**config.mk**
```make
export PLATFORM = sky130hd
export DESIGN_NAME = dtspm_pin_mux
export DESIGN_NICKNAME = d
export VERILOG_FILES = /design/src/pkg/dtspm_pkg.sv /design/src/rtl/dtspm_sync2.sv /design/src/rtl/dtspm_pin_mux.sv
export SDC_FILE = /design/constraint.sdc
export NUM_CORES = 1
export LEC_CHECK = 0
export ABC_AREA = 1
export BUFFER_PORTS_ARGS = -buffer_cell sky130_fd_sc_hd__buf_2
export CAP_MARGIN = 20
export CORE_MARGIN = 2
export CORE_UTILIZATION = 39
export CTS_BUF_LIST = sky130_fd_sc_hd__clkbuf_2
export CTS_CLUSTER_SIZE = 8
export DETAILED_ROUTE_END_ITERATION = 7
export PLACE_DENSITY = 0.81
export SLEW_MARGIN = 20
export SYNTH_ARGS = -nofsm -noshare
export SYNTH_HDL_FRONTEND = slang
export SYNTH_SLANG_ARGS = --single-unit
```
**constraint.sdc**
```tcl
create_clock -name clk_sys -period 1.4 [get_ports clk_sys]
set_clock_uncertainty 0.2 [all_clocks]
set_input_delay 0.21 -clock clk_sys [delete_from_list [all_inputs] [get_ports clk_sys]]
set_output_delay 0.21 -clock clk_sys [all_outputs]
set_load 0.02 [all_outputs]
```
**src/pkg/dtspm_pkg.sv**
```systemverilog
// Package for the debug, trace and serial pin multiplexer.
// Assumes one system clock; configuration arrives as plain ports.
package dtspm_pkg;

  // Configuration nibble code that selects the alternate output
  localparam logic [3:0] ALT_OUT_CODE = 4'h9;

  // Field positions inside the configuration words
  localparam int PA_HI_PIN5_LSB = 4;   // port_a_high_config[7:4]
  localparam int PB_LO_PIN1_LSB = 4;   // port_b_low_config[7:4]
  localparam int PB_LO_PIN0_LSB = 0;   // port_b_low_config[3:0]
  localparam int PC_LO_PIN2_LSB = 8;   // port_c_low_config[11:8]
  localparam int DBG_GPIO_BIT   = 5;   // debug_pin_config[5]

  // Reset values
  localparam logic [15:0] CFG_RESET = 16'h0000;

  // Trace port width that carries bit 3
  localparam logic [1:0] TRACE_WIDTH_4 = 2'h3;

  // Serial controller 1 modes
  localparam logic [1:0] SC_MODE_OFF  = 2'h0;
  localparam logic [1:0] SC_MODE_UART = 2'h1;
  localparam logic [1:0] SC_MODE_SPI  = 2'h2;

  // Debug protocol states
  typedef enum logic {DTSPM_JTAG, DTSPM_SWD} dtspm_dbg_t;

  // Drive of one pad: output value, output enable, pull-up, pull-down
  typedef struct packed {
    logic dout;
    logic oe;
    logic pu;
    logic pd;
  } dtspm_pad_t;

  // Processor trace settings
  typedef struct packed {
    logic       trace_en;
    logic       async_en;
    logic [1:0] sync_width;
  } dtspm_trace_t;

endpackage : dtspm_pkg

```
**src/rtl/dtspm_sync2.sv**
```systemverilog
// Two flip-flop synchroniser for a vector of pad inputs.
// Assumes the inputs are asynchronous to clk_sys.
`timescale 1ns/1ns
`default_nettype none
module dtspm_sync2 #(
  parameter int WIDTH = 1
) (
  input  wire logic             clk_sys,
  input  wire logic             reset,
  input  wire logic [WIDTH-1:0] async_in,
  output var  logic [WIDTH-1:0] sync_out
);
  logic [WIDTH-1:0] stage1;
  logic [WIDTH-1:0] next_stage1;
  logic [WIDTH-1:0] next_sync_out;

  // First stage feeds only the second
  always_comb begin
    next_stage1   = async_in;
    next_sync_out = stage1;
  end

  always_ff @(posedge clk_sys) begin
    if (reset) begin
      stage1   <= '0;
      sync_out <= '0;
    end else begin
      stage1   <= next_stage1;
      sync_out <= next_sync_out;
    end
  end
endmodule : dtspm_sync2
`default_nettype wire

```
**src/rtl/dtspm_pin_mux.sv**
```systemverilog
// Pin function multiplexer for port A line 5, port B lines 0..2 and
// port C lines 2..4: trace, packet trace, serial controller 1, debug.
// Assumes config words and peripheral signals are on clk_sys; pad inputs
// and the reset pin are asynchronous and are synchronised here.
// Operation
// - Port A line 5 alternate needs nibble select
// - Boot strap sampled at pin reset release
// - Packet trace data only without processor trace
// - Trace bit 3 needs trace on, 4-wire
// - Port B line 1 carries serial out
// - Serial mode picks UART or SPI slave
// - Port B line 2 feeds serial input
// - Debug defaults to JTAG, reset returns it
// - Debug clock pin: JTAG clock, pull-down
// - Pull-ups on debug input pins C3, C4
// - Debug disable frees lines C2, C4
// - Line C3 free on disable or serial-wire
// - Async trace on C2 in serial-wire only
// - Trace clock on B0 with select
// - Port B line 0 feeds interrupt A
`timescale 1ns/1ns
`default_nettype none
module dtspm_pin_mux (
  input  wire logic                    clk_sys,
  input  wire logic                    reset,
  input  wire logic                    pin_reset_n,
  input  wire logic [15:0]             port_a_high_config,
  input  wire logic [15:0]             port_b_low_config,
  input  wire logic [15:0]             port_c_low_config,
  input  wire logic [15:0]             debug_pin_config,
  input  wire dtspm_pkg::dtspm_trace_t trace_cfg,
  input  wire logic                    packet_trace_interface,
  input  wire logic                    packet_trace_data_out,
  input  wire logic                    trace_data_bit3,
  input  wire logic                    sync_trace_clock,
  input  wire logic                    swo_trace,
  input  wire logic [1:0]              serctl1_mode_select,
  input  wire logic                    serctl1_spi_control,
  input  wire logic                    serctl1_spi_slave_out,
  input  wire logic                    serctl1_uart_tx,
  input  wire logic                    swd_switch_req,
  input  wire logic                    jtag_data_out,
  input  wire logic                    jtag_data_out_en,
  input  wire logic                    swdio_out,
  input  wire logic                    swdio_oe,
  input  wire logic [6:0]              gpio_out,
  input  wire logic [6:0]              gpio_oe,
  input  wire logic [6:0]              pad_in,
  output var  dtspm_pkg::dtspm_pad_t   pad_a5,
  output var  dtspm_pkg::dtspm_pad_t   pad_b0,
  output var  dtspm_pkg::dtspm_pad_t   pad_b1,
  output var  dtspm_pkg::dtspm_pad_t   pad_b2,
  output var  dtspm_pkg::dtspm_pad_t   pad_dbg_clk,
  output var  dtspm_pkg::dtspm_pad_t   pad_c2,
  output var  dtspm_pkg::dtspm_pad_t   pad_c3,
  output var  dtspm_pkg::dtspm_pad_t   pad_c4,
  output var  logic                    serctl1_spi_slave_in,
  output var  logic                    serctl1_uart_rx,
  output var  logic                    jtag_clock_in,
  output var  logic                    jtag_data_in,
  output var  logic                    jtag_mode_select,
  output var  logic                    swclk_in,
  output var  logic                    swdio_in,
  output var  logic                    ext_interrupt_a,
  output var  logic [6:0]              gpio_in,
  output var  logic                    factory_info_block_monitor,
  output var  logic                    debug_swd_mode
);
  // Pad input vector order: 0 a5, 1 b0, 2 b2, 3 dbg clk, 4 c2, 5 c3, 6 c4
  logic [6:0] pad_sync;
  logic [1:0] rstn_sync;
  logic       rstn_meta;
  logic       rstn_q;
  logic       next_rstn_meta;
  logic       next_rstn_q;

  dtspm_sync2 #(.WIDTH(7)) u_pad_sync (
    .clk_sys  (clk_sys),
    .reset    (reset),
    .async_in (pad_in),
    .sync_out (pad_sync)
  );

  // Reset pin synchroniser; the first stage is read by the second only
  always_comb begin
    next_rstn_meta = pin_reset_n;
    next_rstn_q    = rstn_meta;
  end

  always_ff @(posedge clk_sys) begin
    if (reset) begin
      rstn_meta <= 1'b0;
      rstn_q    <= 1'b0;
    end else begin
      rstn_meta <= next_rstn_meta;
      rstn_q    <= next_rstn_q;
    end
  end
  assign rstn_sync = {rstn_q, rstn_q};

  // Debug protocol state and boot strap capture
  dtspm_pkg::dtspm_dbg_t dbg_mode;
  dtspm_pkg::dtspm_dbg_t next_dbg_mode;
  logic                  strap_n;
  logic                  next_strap_n;
  logic                  next_fib;
  logic                  next_swd;

  always_comb begin
    next_dbg_mode = dbg_mode;
    next_strap_n  = strap_n;
    case (dbg_mode)
      dtspm_pkg::DTSPM_JTAG: if (swd_switch_req) next_dbg_mode = dtspm_pkg::DTSPM_SWD;
      dtspm_pkg::DTSPM_SWD:  next_dbg_mode = dtspm_pkg::DTSPM_SWD;
      default:               next_dbg_mode = dtspm_pkg::DTSPM_JTAG;
    endcase
    if (!rstn_sync[0]) begin
      next_dbg_mode = dtspm_pkg::DTSPM_JTAG;
      next_strap_n  = pad_sync[0];
    end
    // Strap is tracked while the pin reset is held, frozen after release
    next_fib = !strap_n;
    next_swd = (dbg_mode == dtspm_pkg::DTSPM_SWD);
  end

  always_ff @(posedge clk_sys) begin
    if (reset) begin
      dbg_mode                   <= dtspm_pkg::DTSPM_JTAG;
      strap_n                    <= 1'b1;
      factory_info_block_monitor <= 1'b0;
      debug_swd_mode             <= 1'b0;
    end else begin
      dbg_mode                   <= next_dbg_mode;
      strap_n                    <= next_strap_n;
      factory_info_block_monitor <= next_fib;
      debug_swd_mode             <= next_swd;
    end
  end

  // Select decode
  logic       swd;
  logic       dbg_off;
  logic       a5_alt;
  logic       b0_alt;
  logic       b1_alt;
  logic       c2_alt;
  logic       sc_uart;
  logic       sc_spi_slave;

  always_comb begin
    swd          = (dbg_mode == dtspm_pkg::DTSPM_SWD);
    dbg_off      = debug_pin_config[dtspm_pkg::DBG_GPIO_BIT];
    a5_alt       = port_a_high_config[dtspm_pkg::PA_HI_PIN5_LSB +: 4] == dtspm_pkg::ALT_OUT_CODE;
    b1_alt       = port_b_low_config[dtspm_pkg::PB_LO_PIN1_LSB +: 4] == dtspm_pkg::ALT_OUT_CODE;
    b0_alt       = port_b_low_config[dtspm_pkg::PB_LO_PIN0_LSB +: 4] == dtspm_pkg::ALT_OUT_CODE;
    c2_alt       = port_c_low_config[dtspm_pkg::PC_LO_PIN2_LSB +: 4] == dtspm_pkg::ALT_OUT_CODE;
    sc_uart      = serctl1_mode_select == dtspm_pkg::SC_MODE_UART;
    sc_spi_slave = serctl1_mode_select == dtspm_pkg::SC_MODE_SPI && serctl1_spi_control;
  end

  // Pad drive; gpio index follows the pad vector order, except bit 3, which drives port B line 1
  dtspm_pkg::dtspm_pad_t next_a5, next_b0, next_b1, next_b2, next_clk, next_c2, next_c3, next_c4;

  always_comb begin
    // Port logic by default; the debug clock pin is only pulled down
    next_a5  = '{gpio_out[0], gpio_oe[0], 1'b0, 1'b0};
    next_b0  = '{gpio_out[1], gpio_oe[1], 1'b0, 1'b0};
    next_b1  = '{1'b0, 1'b0, 1'b0, 1'b0};
    next_b2  = '{gpio_out[2], gpio_oe[2], 1'b0, 1'b0};
    next_clk = '{1'b0, 1'b0, 1'b0, 1'b1};
    next_c2  = '{gpio_out[4], gpio_oe[4], 1'b0, 1'b0};
    next_c3  = '{gpio_out[5], gpio_oe[5], 1'b0, 1'b0};
    next_c4  = '{gpio_out[6], gpio_oe[6], 1'b0, 1'b0};
    // Port B line 1 has no pad input here; gpio bit 3 drives it
    next_b1  = '{gpio_out[3], gpio_oe[3], 1'b0, 1'b0};
    if (a5_alt) begin
      if (trace_cfg.trace_en && trace_cfg.sync_width == dtspm_pkg::TRACE_WIDTH_4) begin
        next_a5 = '{trace_data_bit3, 1'b1, 1'b0, 1'b0};
      end else if (!trace_cfg.trace_en && packet_trace_interface) begin
        next_a5 = '{packet_trace_data_out, 1'b1, 1'b0, 1'b0};
      end
    end
    if (b0_alt && trace_cfg.trace_en) begin
      next_b0 = '{sync_trace_clock, 1'b1, 1'b0, 1'b0};
    end
    if (b1_alt) begin
      if (sc_uart) next_b1 = '{serctl1_uart_tx, 1'b1, 1'b0, 1'b0};
      else if (sc_spi_slave) next_b1 = '{serctl1_spi_slave_out, 1'b1, 1'b0, 1'b0};
    end
    // Clock pin loses its pull-down in serial-wire mode
    if (swd) next_clk = '{1'b0, 1'b0, 1'b0, 1'b0};
    if (!dbg_off) begin
      if (swd) begin
        if (c2_alt && trace_cfg.trace_en && trace_cfg.async_en) begin
          next_c2 = '{swo_trace, 1'b1, 1'b1, 1'b0};
        end
        next_c4 = '{swdio_out, swdio_oe, 1'b1, 1'b0};
      end else begin
        next_c2 = '{jtag_data_out, jtag_data_out_en, 1'b0, 1'b0};
        next_c3 = '{1'b0, 1'b0, 1'b1, 1'b0};
        next_c4 = '{1'b0, 1'b0, 1'b1, 1'b0};
      end
    end
  end

  // Registered pads so every output comes from a flip-flop
  always_ff @(posedge clk_sys) begin
    if (reset) begin
      pad_a5      <= '0;
      pad_b0      <= '0;
      pad_b1      <= '0;
      pad_b2      <= '0;
      pad_dbg_clk <= '{1'b0, 1'b0, 1'b0, 1'b1};
      pad_c2      <= '0;
      pad_c3      <= '{1'b0, 1'b0, 1'b1, 1'b0};
      pad_c4      <= '{1'b0, 1'b0, 1'b1, 1'b0};
    end else begin
      pad_a5      <= next_a5;
      pad_b0      <= next_b0;
      pad_b1      <= next_b1;
      pad_b2      <= next_b2;
      pad_dbg_clk <= next_clk;
      pad_c2      <= next_c2;
      pad_c3      <= next_c3;
      pad_c4      <= next_c4;
    end
  end

  // Inputs to peripherals; unselected UART, JTAG data and mode and SWDIO inputs see idle high, clocks and SPI slave input see low
  logic [15:0] next_in;

  always_comb begin
    next_in[0]  = sc_spi_slave ? pad_sync[2] : 1'b0;
    next_in[1]  = sc_uart ? pad_sync[2] : 1'b1;
    next_in[2]  = !swd ? pad_sync[3] : 1'b0;
    next_in[3]  = (!swd && !dbg_off) ? pad_sync[5] : 1'b1;
    next_in[4]  = (!swd && !dbg_off) ? pad_sync[6] : 1'b1;
    next_in[5]  = swd ? pad_sync[3] : 1'b0;
    next_in[6]  = (swd && !dbg_off) ? pad_sync[6] : 1'b1;
    next_in[7]  = pad_sync[1];
    next_in[15:8] = {1'b0, pad_sync};
  end

  always_ff @(posedge clk_sys) begin
    if (reset) begin
      serctl1_spi_slave_in <= 1'b0;
      serctl1_uart_rx      <= 1'b1;
      jtag_clock_in        <= 1'b0;
      jtag_data_in         <= 1'b1;
      jtag_mode_select     <= 1'b1;
      swclk_in             <= 1'b0;
      swdio_in             <= 1'b1;
      ext_interrupt_a      <= 1'b0;
      gpio_in              <= '0;
    end else begin
      serctl1_spi_slave_in <= next_in[0];
      serctl1_uart_rx      <= next_in[1];
      jtag_clock_in        <= next_in[2];
      jtag_data_in         <= next_in[3];
      jtag_mode_select     <= next_in[4];
      swclk_in             <= next_in[5];
      swdio_in             <= next_in[6];
      ext_interrupt_a      <= next_in[7];
      gpio_in              <= next_in[14:8];
    end
  end

  // Checks
  a_a5_needs_select: assert property (@(posedge clk_sys) disable iff (reset)
    !a5_alt |=> pad_a5.oe == $past(gpio_oe[0]) && pad_a5.dout == $past(gpio_out[0]))
    else $error("port A line 5 driven without alternate select");
  a_jtag_after_reset: assert property (@(posedge clk_sys) disable iff (reset)
    !rstn_sync[0] |=> dbg_mode == dtspm_pkg::DTSPM_JTAG)
    else $error("debug mode not JTAG after pin reset");
  a_swd_switch_mode: assert property (@(posedge clk_sys) disable iff (reset)
    rstn_sync[0] && swd_switch_req |=> dbg_mode == dtspm_pkg::DTSPM_SWD ##1 debug_swd_mode)
    else $error("switch request did not enter serial-wire mode");
  a_irq_follows_pin: assert property (@(posedge clk_sys) disable iff (reset)
    ext_interrupt_a == $past(pad_sync[1]))
    else $error("interrupt A does not follow port B line 0");
  a_strap_frozen_run: assert property (@(posedge clk_sys) disable iff (reset)
    rstn_sync[0] && $past(rstn_sync[0]) |-> $stable(strap_n))
    else $error("boot strap changed after reset release");
  a_c3_free_swd: assert property (@(posedge clk_sys) disable iff (reset)
    swd || dbg_off |=> jtag_data_in && pad_c3.oe == $past(gpio_oe[5]))
    else $error("line C3 not freed");
  a_b1_uart_tx: assert property (@(posedge clk_sys) disable iff (reset)
    b1_alt && sc_uart |=> pad_b1.oe && pad_b1.dout == $past(serctl1_uart_tx))
    else $error("port B line 1 not carrying UART transmit");
  a_dbg_clk_pull: assert property (@(posedge clk_sys) disable iff (reset)
    !swd |=> pad_dbg_clk.pd)
    else $error("debug clock pull-down missing in JTAG mode");
endmodule : dtspm_pin_mux
`default_nettype wire

```
==> After elaboration in Yosys (flattened, before gate mapping) <==
Index checks and enable logic that the tools add are counted.
{ "word_totals": {"regBits": 67, "inputBits": 107, "output_inout_bits": 49, "elab_cells": 104} }
{ "classes": {"n_eq_ne": 7, "n_mux": 17, "bitwise_logic": 8, "n_reduce_logical": 23} }
{ "op_table": {"columns": ["operator", "n"], "rows": [
  ["4-bit 2-to-1 mux", 14],
  ["4-bit equality test (second input constant)", 4],
  ["2-bit OR reduction", 8],
  ["3-bit OR reduction", 3],
  ["1-bit logical AND", 8],
  ["1-bit NOT", 8],
  ["2-bit equality test (second input constant)", 2],
  ["1-bit logical NOT", 4],
  ["2-bit by 1-bit equality test with 1-bit output (second input constant)", 1],
  ["1-bit 2-to-1 mux", 2],
  ["1-bit one-hot mux with 2 select lines", 1]
]} }

==> Longest topological paths before layout <==
{ "logic_depth": {"word_depth": 6, "mapped_depth": 7, "mapped_depth_nobuf": 7} }

==> Hierarchy <==
A second synthesis with hierarchy kept.
{ "hier_totals": {"cells_unflattened": 212, "area_unflattened_um2": 1783.0} }
{ "modules_own_cells": {"columns": ["mod", "n_inst", "cells_per_inst", "area_per_inst_um2", "seq_area_each_um2"], "rows": [
  ["dtspm_pin_mux", 1, 169, 1386.3, 760.7],
  ["dtspm_sync2", 1, 43, 396.6, 280.3]
]} }

==> Worst setup path after synthesis <==
OpenSTA, ideal clock, no wires.
{ "synth_timing": {"path_type": "reg-to-reg", "start": "reg dbg_mode", "end": "reg pad_c2[3] in the netlist's numbering", "setup_ps": 115, "arrival_ps": 742, "required_time_ps": 1085, "slack_ps": 344, "path_stages_with_launch": 6, "path_buffers": 0, "period_less_slack_ps": 1056, "cell_sequence": "dfxtp_1 -> nor2_1 -> nand2_1 -> inv_2 -> a21oi_1 -> nand2_1"} }
{ "synth_between": {"elab_chain_len": 2} }
{ "synth_rtl": {"columns": ["element", "line", "source"], "rows": [
  ["start: declaration", "dtspm_pin_mux.sv:102", "dtspm_pkg::dtspm_dbg_t dbg_mode;"],
  ["start signal: assignment", "dtspm_pin_mux.sv:128", "dbg_mode <= dtspm_pkg::DTSPM_JTAG;"],
  ["start signal: assignment", "dtspm_pin_mux.sv:133", "dbg_mode <= next_dbg_mode;"],
  ["4-bit 2-to-1 mux", "dtspm_pin_mux.sv:193", "if (swd) begin"],
  ["4-bit 2-to-1 mux", "dtspm_pin_mux.sv:192", "if (!dbg_off) begin"],
  ["end signal: assignment", "dtspm_pin_mux.sv:223", "pad_c2 <= next_c2;"],
  ["end: declaration", "dtspm_pin_mux.sv:54", "output var dtspm_pkg::dtspm_pad_t pad_c2,"]
]} }
Every way passes these cells.
A chain may end at the register's enable or synchronous reset.

==> Worst setup path after layout <==
{ "layout_timing": {"start": "in gpio_out[6]", "end": "reg pad_c4[3] in the netlist's numbering"} }
{ "layout_between": {"elab_chain_len": 1} }
{ "layout_rtl": {"columns": ["element", "line", "source"], "rows": [
  ["start: declaration", "dtspm_pin_mux.sv:46", "input wire logic [6:0] gpio_out,"],
  ["4-bit 2-to-1 mux", "dtspm_pin_mux.sv:192", null],
  ["end signal: assignment", "dtspm_pin_mux.sv:216", "pad_c4 <= '{1'b0, 1'b0, 1'b1, 1'b0};"],
  ["end signal: assignment", "dtspm_pin_mux.sv:225", "pad_c4 <= next_c4;"],
  ["end: declaration", "dtspm_pin_mux.sv:56", "output var dtspm_pkg::dtspm_pad_t pad_c4,"]
]} }
Every way passes these cells.

==> summary.md <==
| Metric | Value |
|---|---|
| Endpoints failing setup | 3 |
| Clock insertion delay at the later pin of the skew report | 430 ps |
| Clock root buffer | clkbuf_2 |
| Warnings, synthesis | 0 |
| Final std cells w/o fill | 443 |
| H-tree levels | 2 |
| Critical path class | in2reg |
| Core ar. | 4661 um^2 |
| Slowest stage delay, CP | 570 ps |
| Initial antenna violation count | 0 |
| Initial Util | 39.84% |
| FILL cells | 346 |
| Mapped Cells | 231 |
| Pins Over Slew Limit | 0 |
| Global-route wire length before repair | 7210 um |
| CP cell instances | dlygate4sd3_1 -> buf_2 -> nand2_1 -> dlygate4sd3_1 -> a21oi_2 |
| Drt via density | 4.208 |
| Outcome | finished with violations |
| I/O Pins | 156 |
| Seq/Total Area, Yosys | 56.06% |
| DRT Wirelength | 5109 um |
| Layout cells sized above 1 | 38.05% |
| Post-Place Cells | 375 |
| Number of clock sinks | 52 |
| CP max-delay cell | dlygate4sd3_1 |
| Yosys cell types | 20 |
| Final hold violation count | 1 |
| Tot Pwr | 2.747 mW |
| RSZ-0062 raised after global routing | yes |
| Remaining Overflow, GRT | 0 |
| CTS tree | yes |
| Yosys reg bits | 52 |
| DRC | 0 |
| Commonest non-fill, non-tap cell in the layout | dlygate4sd3_1 |
| Tmin final | 1421 ps |
| Crit path buf inv count | 3 |
| WL/cell | 11.53 um |
| FMAX | 703.6 MHz |
| Most used cell, CP | dlygate4sd3_1 |
| Total track usage | 17.91% |
| Die ar. | 5329 um^2 |
| HP Class | in2reg |
| GP Congestion | 0.8210 |
| Syn Area/Cell | 8.038 um^2 |
| Failing checks | negative hold slack, negative setup slack |
| Initial DRC count | 64 |
| Crit path DAT | 1560 ps |
| Critical Path Source Type | input pin |
| Die height | 73 um |
| Bufs on Longest Clock Path | 2 |
| Netlist Area Pre-Place | 1857 um^2 |
| Dpl ws | 218.2 ps |
| Num CTS Buffers | 5 |
| Nets | 495 |
| Final setup margin | -21.19 ps |
| Post-DRT Antenna Nets | 0 |
| Crit path required time | 1540 ps |
| Register area | 1077 um^2 |
| Max-cap violations | 0 |
| TritonRoute pass-1 iters | 5 |
| Vias in the first global route | 1775 |
| Top delay family on crit path | buffers and inverters |
| Die Span X | 73 um |
| Area taken by multi-input logic gates | 548.0 um^2 |
| WHS | -36.66 ps |
| Row count | 25 |
| Diodes inserted | 0 |
| Crit Path Max Fanout | 1 |
| Clock slew at reported path FFs | 290 ps |
| Period utilization | 101.5% |
| Crit end category | flop |
| DP Wirelength | 2796 um |
| Pleak | 1.642 nW |
| Commonest non-fill, non-tap cells in the layout | dlygate4sd3_1, buf_2, nor2_1 |
| Largest net degree at the start of global routing | 22 |
| PD cells | 851.6 nW/um^2 |
| Port Buffer Count | 94 |
| Worst vdd ir | 0.0004429 V |
| Via count | 1864 |
| Area Overhead vs Synth | 73.72% |
## layout make-up
| cell class | count | share of cell area [%] |
|---|---|---|
| Tap cell | 54 | 2.095 |
| Clock inverter | 3 | 0.8534 |
| Multi-Input combinational cell | 122 | 16.99 |
| Sequential cell | 52 | 33.40 |
| Clock buffer | 5 | 0.7758 |
| Inverter | 51 | 5.935 |
| Timing Repair Buffer | 156 | 39.95 |
## final timing paths
path	from	to	slack, ps	cells after the start
max	gpio_out[6]	pad_c4[3]$_SDFF_PP0_	-20	5
min	port_a_high_config[4]	pad_a5[3]$_SDFF_PP0_	-40	7
max reg2reg	dbg_mode$_SDFF_PP0_	pad_c2[3]$_SDFF_PP0_	150	5
min reg2reg	u_pad_sync.sync_out[4]$_SDFF_PP0_	gpio_in[4]$_SDFF_PP0_	210	2
## kinds of logic (layout without fill, tap and decap cells)
group	Yosys count	after routing	share of synthesized area [%]
simple gates	95	95	22.51
buf+inv	70	215	17.59
flops	52	52	56.06
compound gates	13	13	3.639
other cells	1	14	0.2020
## worst min-delay path, stage by stage
cell	delay, ps
buf_2	100
nand2_1	40
nor2_1	40
nand2_1	80
nand2_1	50
nand2_1	50
nor2_1	30
## repair_timing
action,CTS,global route
endpoints found under the setup margin,9,40
endpoints found under the hold margin,34,4
resized for setup,11,88
hold buffers,59,4
pin swaps,0,1
gates cloned,0,0
setup buffers,0,0
## where the power goes
group          total, mW  internal, mW  switching [mW]  leakage [nW]
Combinational      0.527         0.282           0.245          1.17
Sequential          1.58          1.55          0.0262         0.436
Clock              0.641         0.140           0.500        0.0311
## registers in the layout, summed over array words and instances, names as in the netlist, 2 cells and up
register and flops:
pad_c2 3, u_pad_sync.sync_out 7, pad_c4 3, gpio_in 7
pad_b1 2, pad_c3 3, u_pad_sync.next_sync_out 7, pad_b2 2
pad_a5 2, pad_b0 2
## synthesized netlist by cell type
cell type,number,area (um^2)
dfxtp_1,52,1041
nor2_1,46,172.7
inv_1,44,165.2
nand2_1,29,108.9
buf_4,16,120.1
nand3_1,10,50.05
a21oi_1,8,40.04
inv_2,7,26.28
buf_2,3,15.01
nor3_1,3,15.01
nor2_4,2,22.52
o21ai_0,2,10.01
o21ai_1,2,10.01
a21boi_0,1,7.510
conb_1,1,3.750
nand3b_1,1,7.510
nand3b_4,1,20.02
nand4_1,1,6.260
nor2_2,1,6.260
or2_4,1,8.760
## routing by layer
| metal | routed length (um) | vias up | GRT usage, % | share of wire (%) |
|---|---|---|---|---|
| met5 | 0 | - | 0 | 0 |
| met1 | 1893 | 795 | 17.24 | 37 |
| li1 | - | 955 | - | - |
| met4 | 121 | 0 | 10.08 | 2.4 |
| met2 | 2749 | 98 | 33.93 | 54 |
| met3 | 346 | 16 | 4.558 | 6.8 |
## stage by stage
| step | hold WS (ps) | TNS, ps | utilization (%) | cell area, um^2 |
|---|---|---|---|---|
| final | -36.66 | -27.13 | 69.21 | 3226 |
| after global routing | -34.45 | -367.8 | 69.21 | 3226 |
| after CTS | -67.54 | -3.453 | 64.19 | 2992 |
| after detailed placement | 192.8 | 0 | 49.85 | 2323 |
| after global placement | 190.5 | 0 | 49.85 | 2323 |
| after floorplan | 99.21 | 0 | - | 1906 |
(Power assumes the default switching activity.)
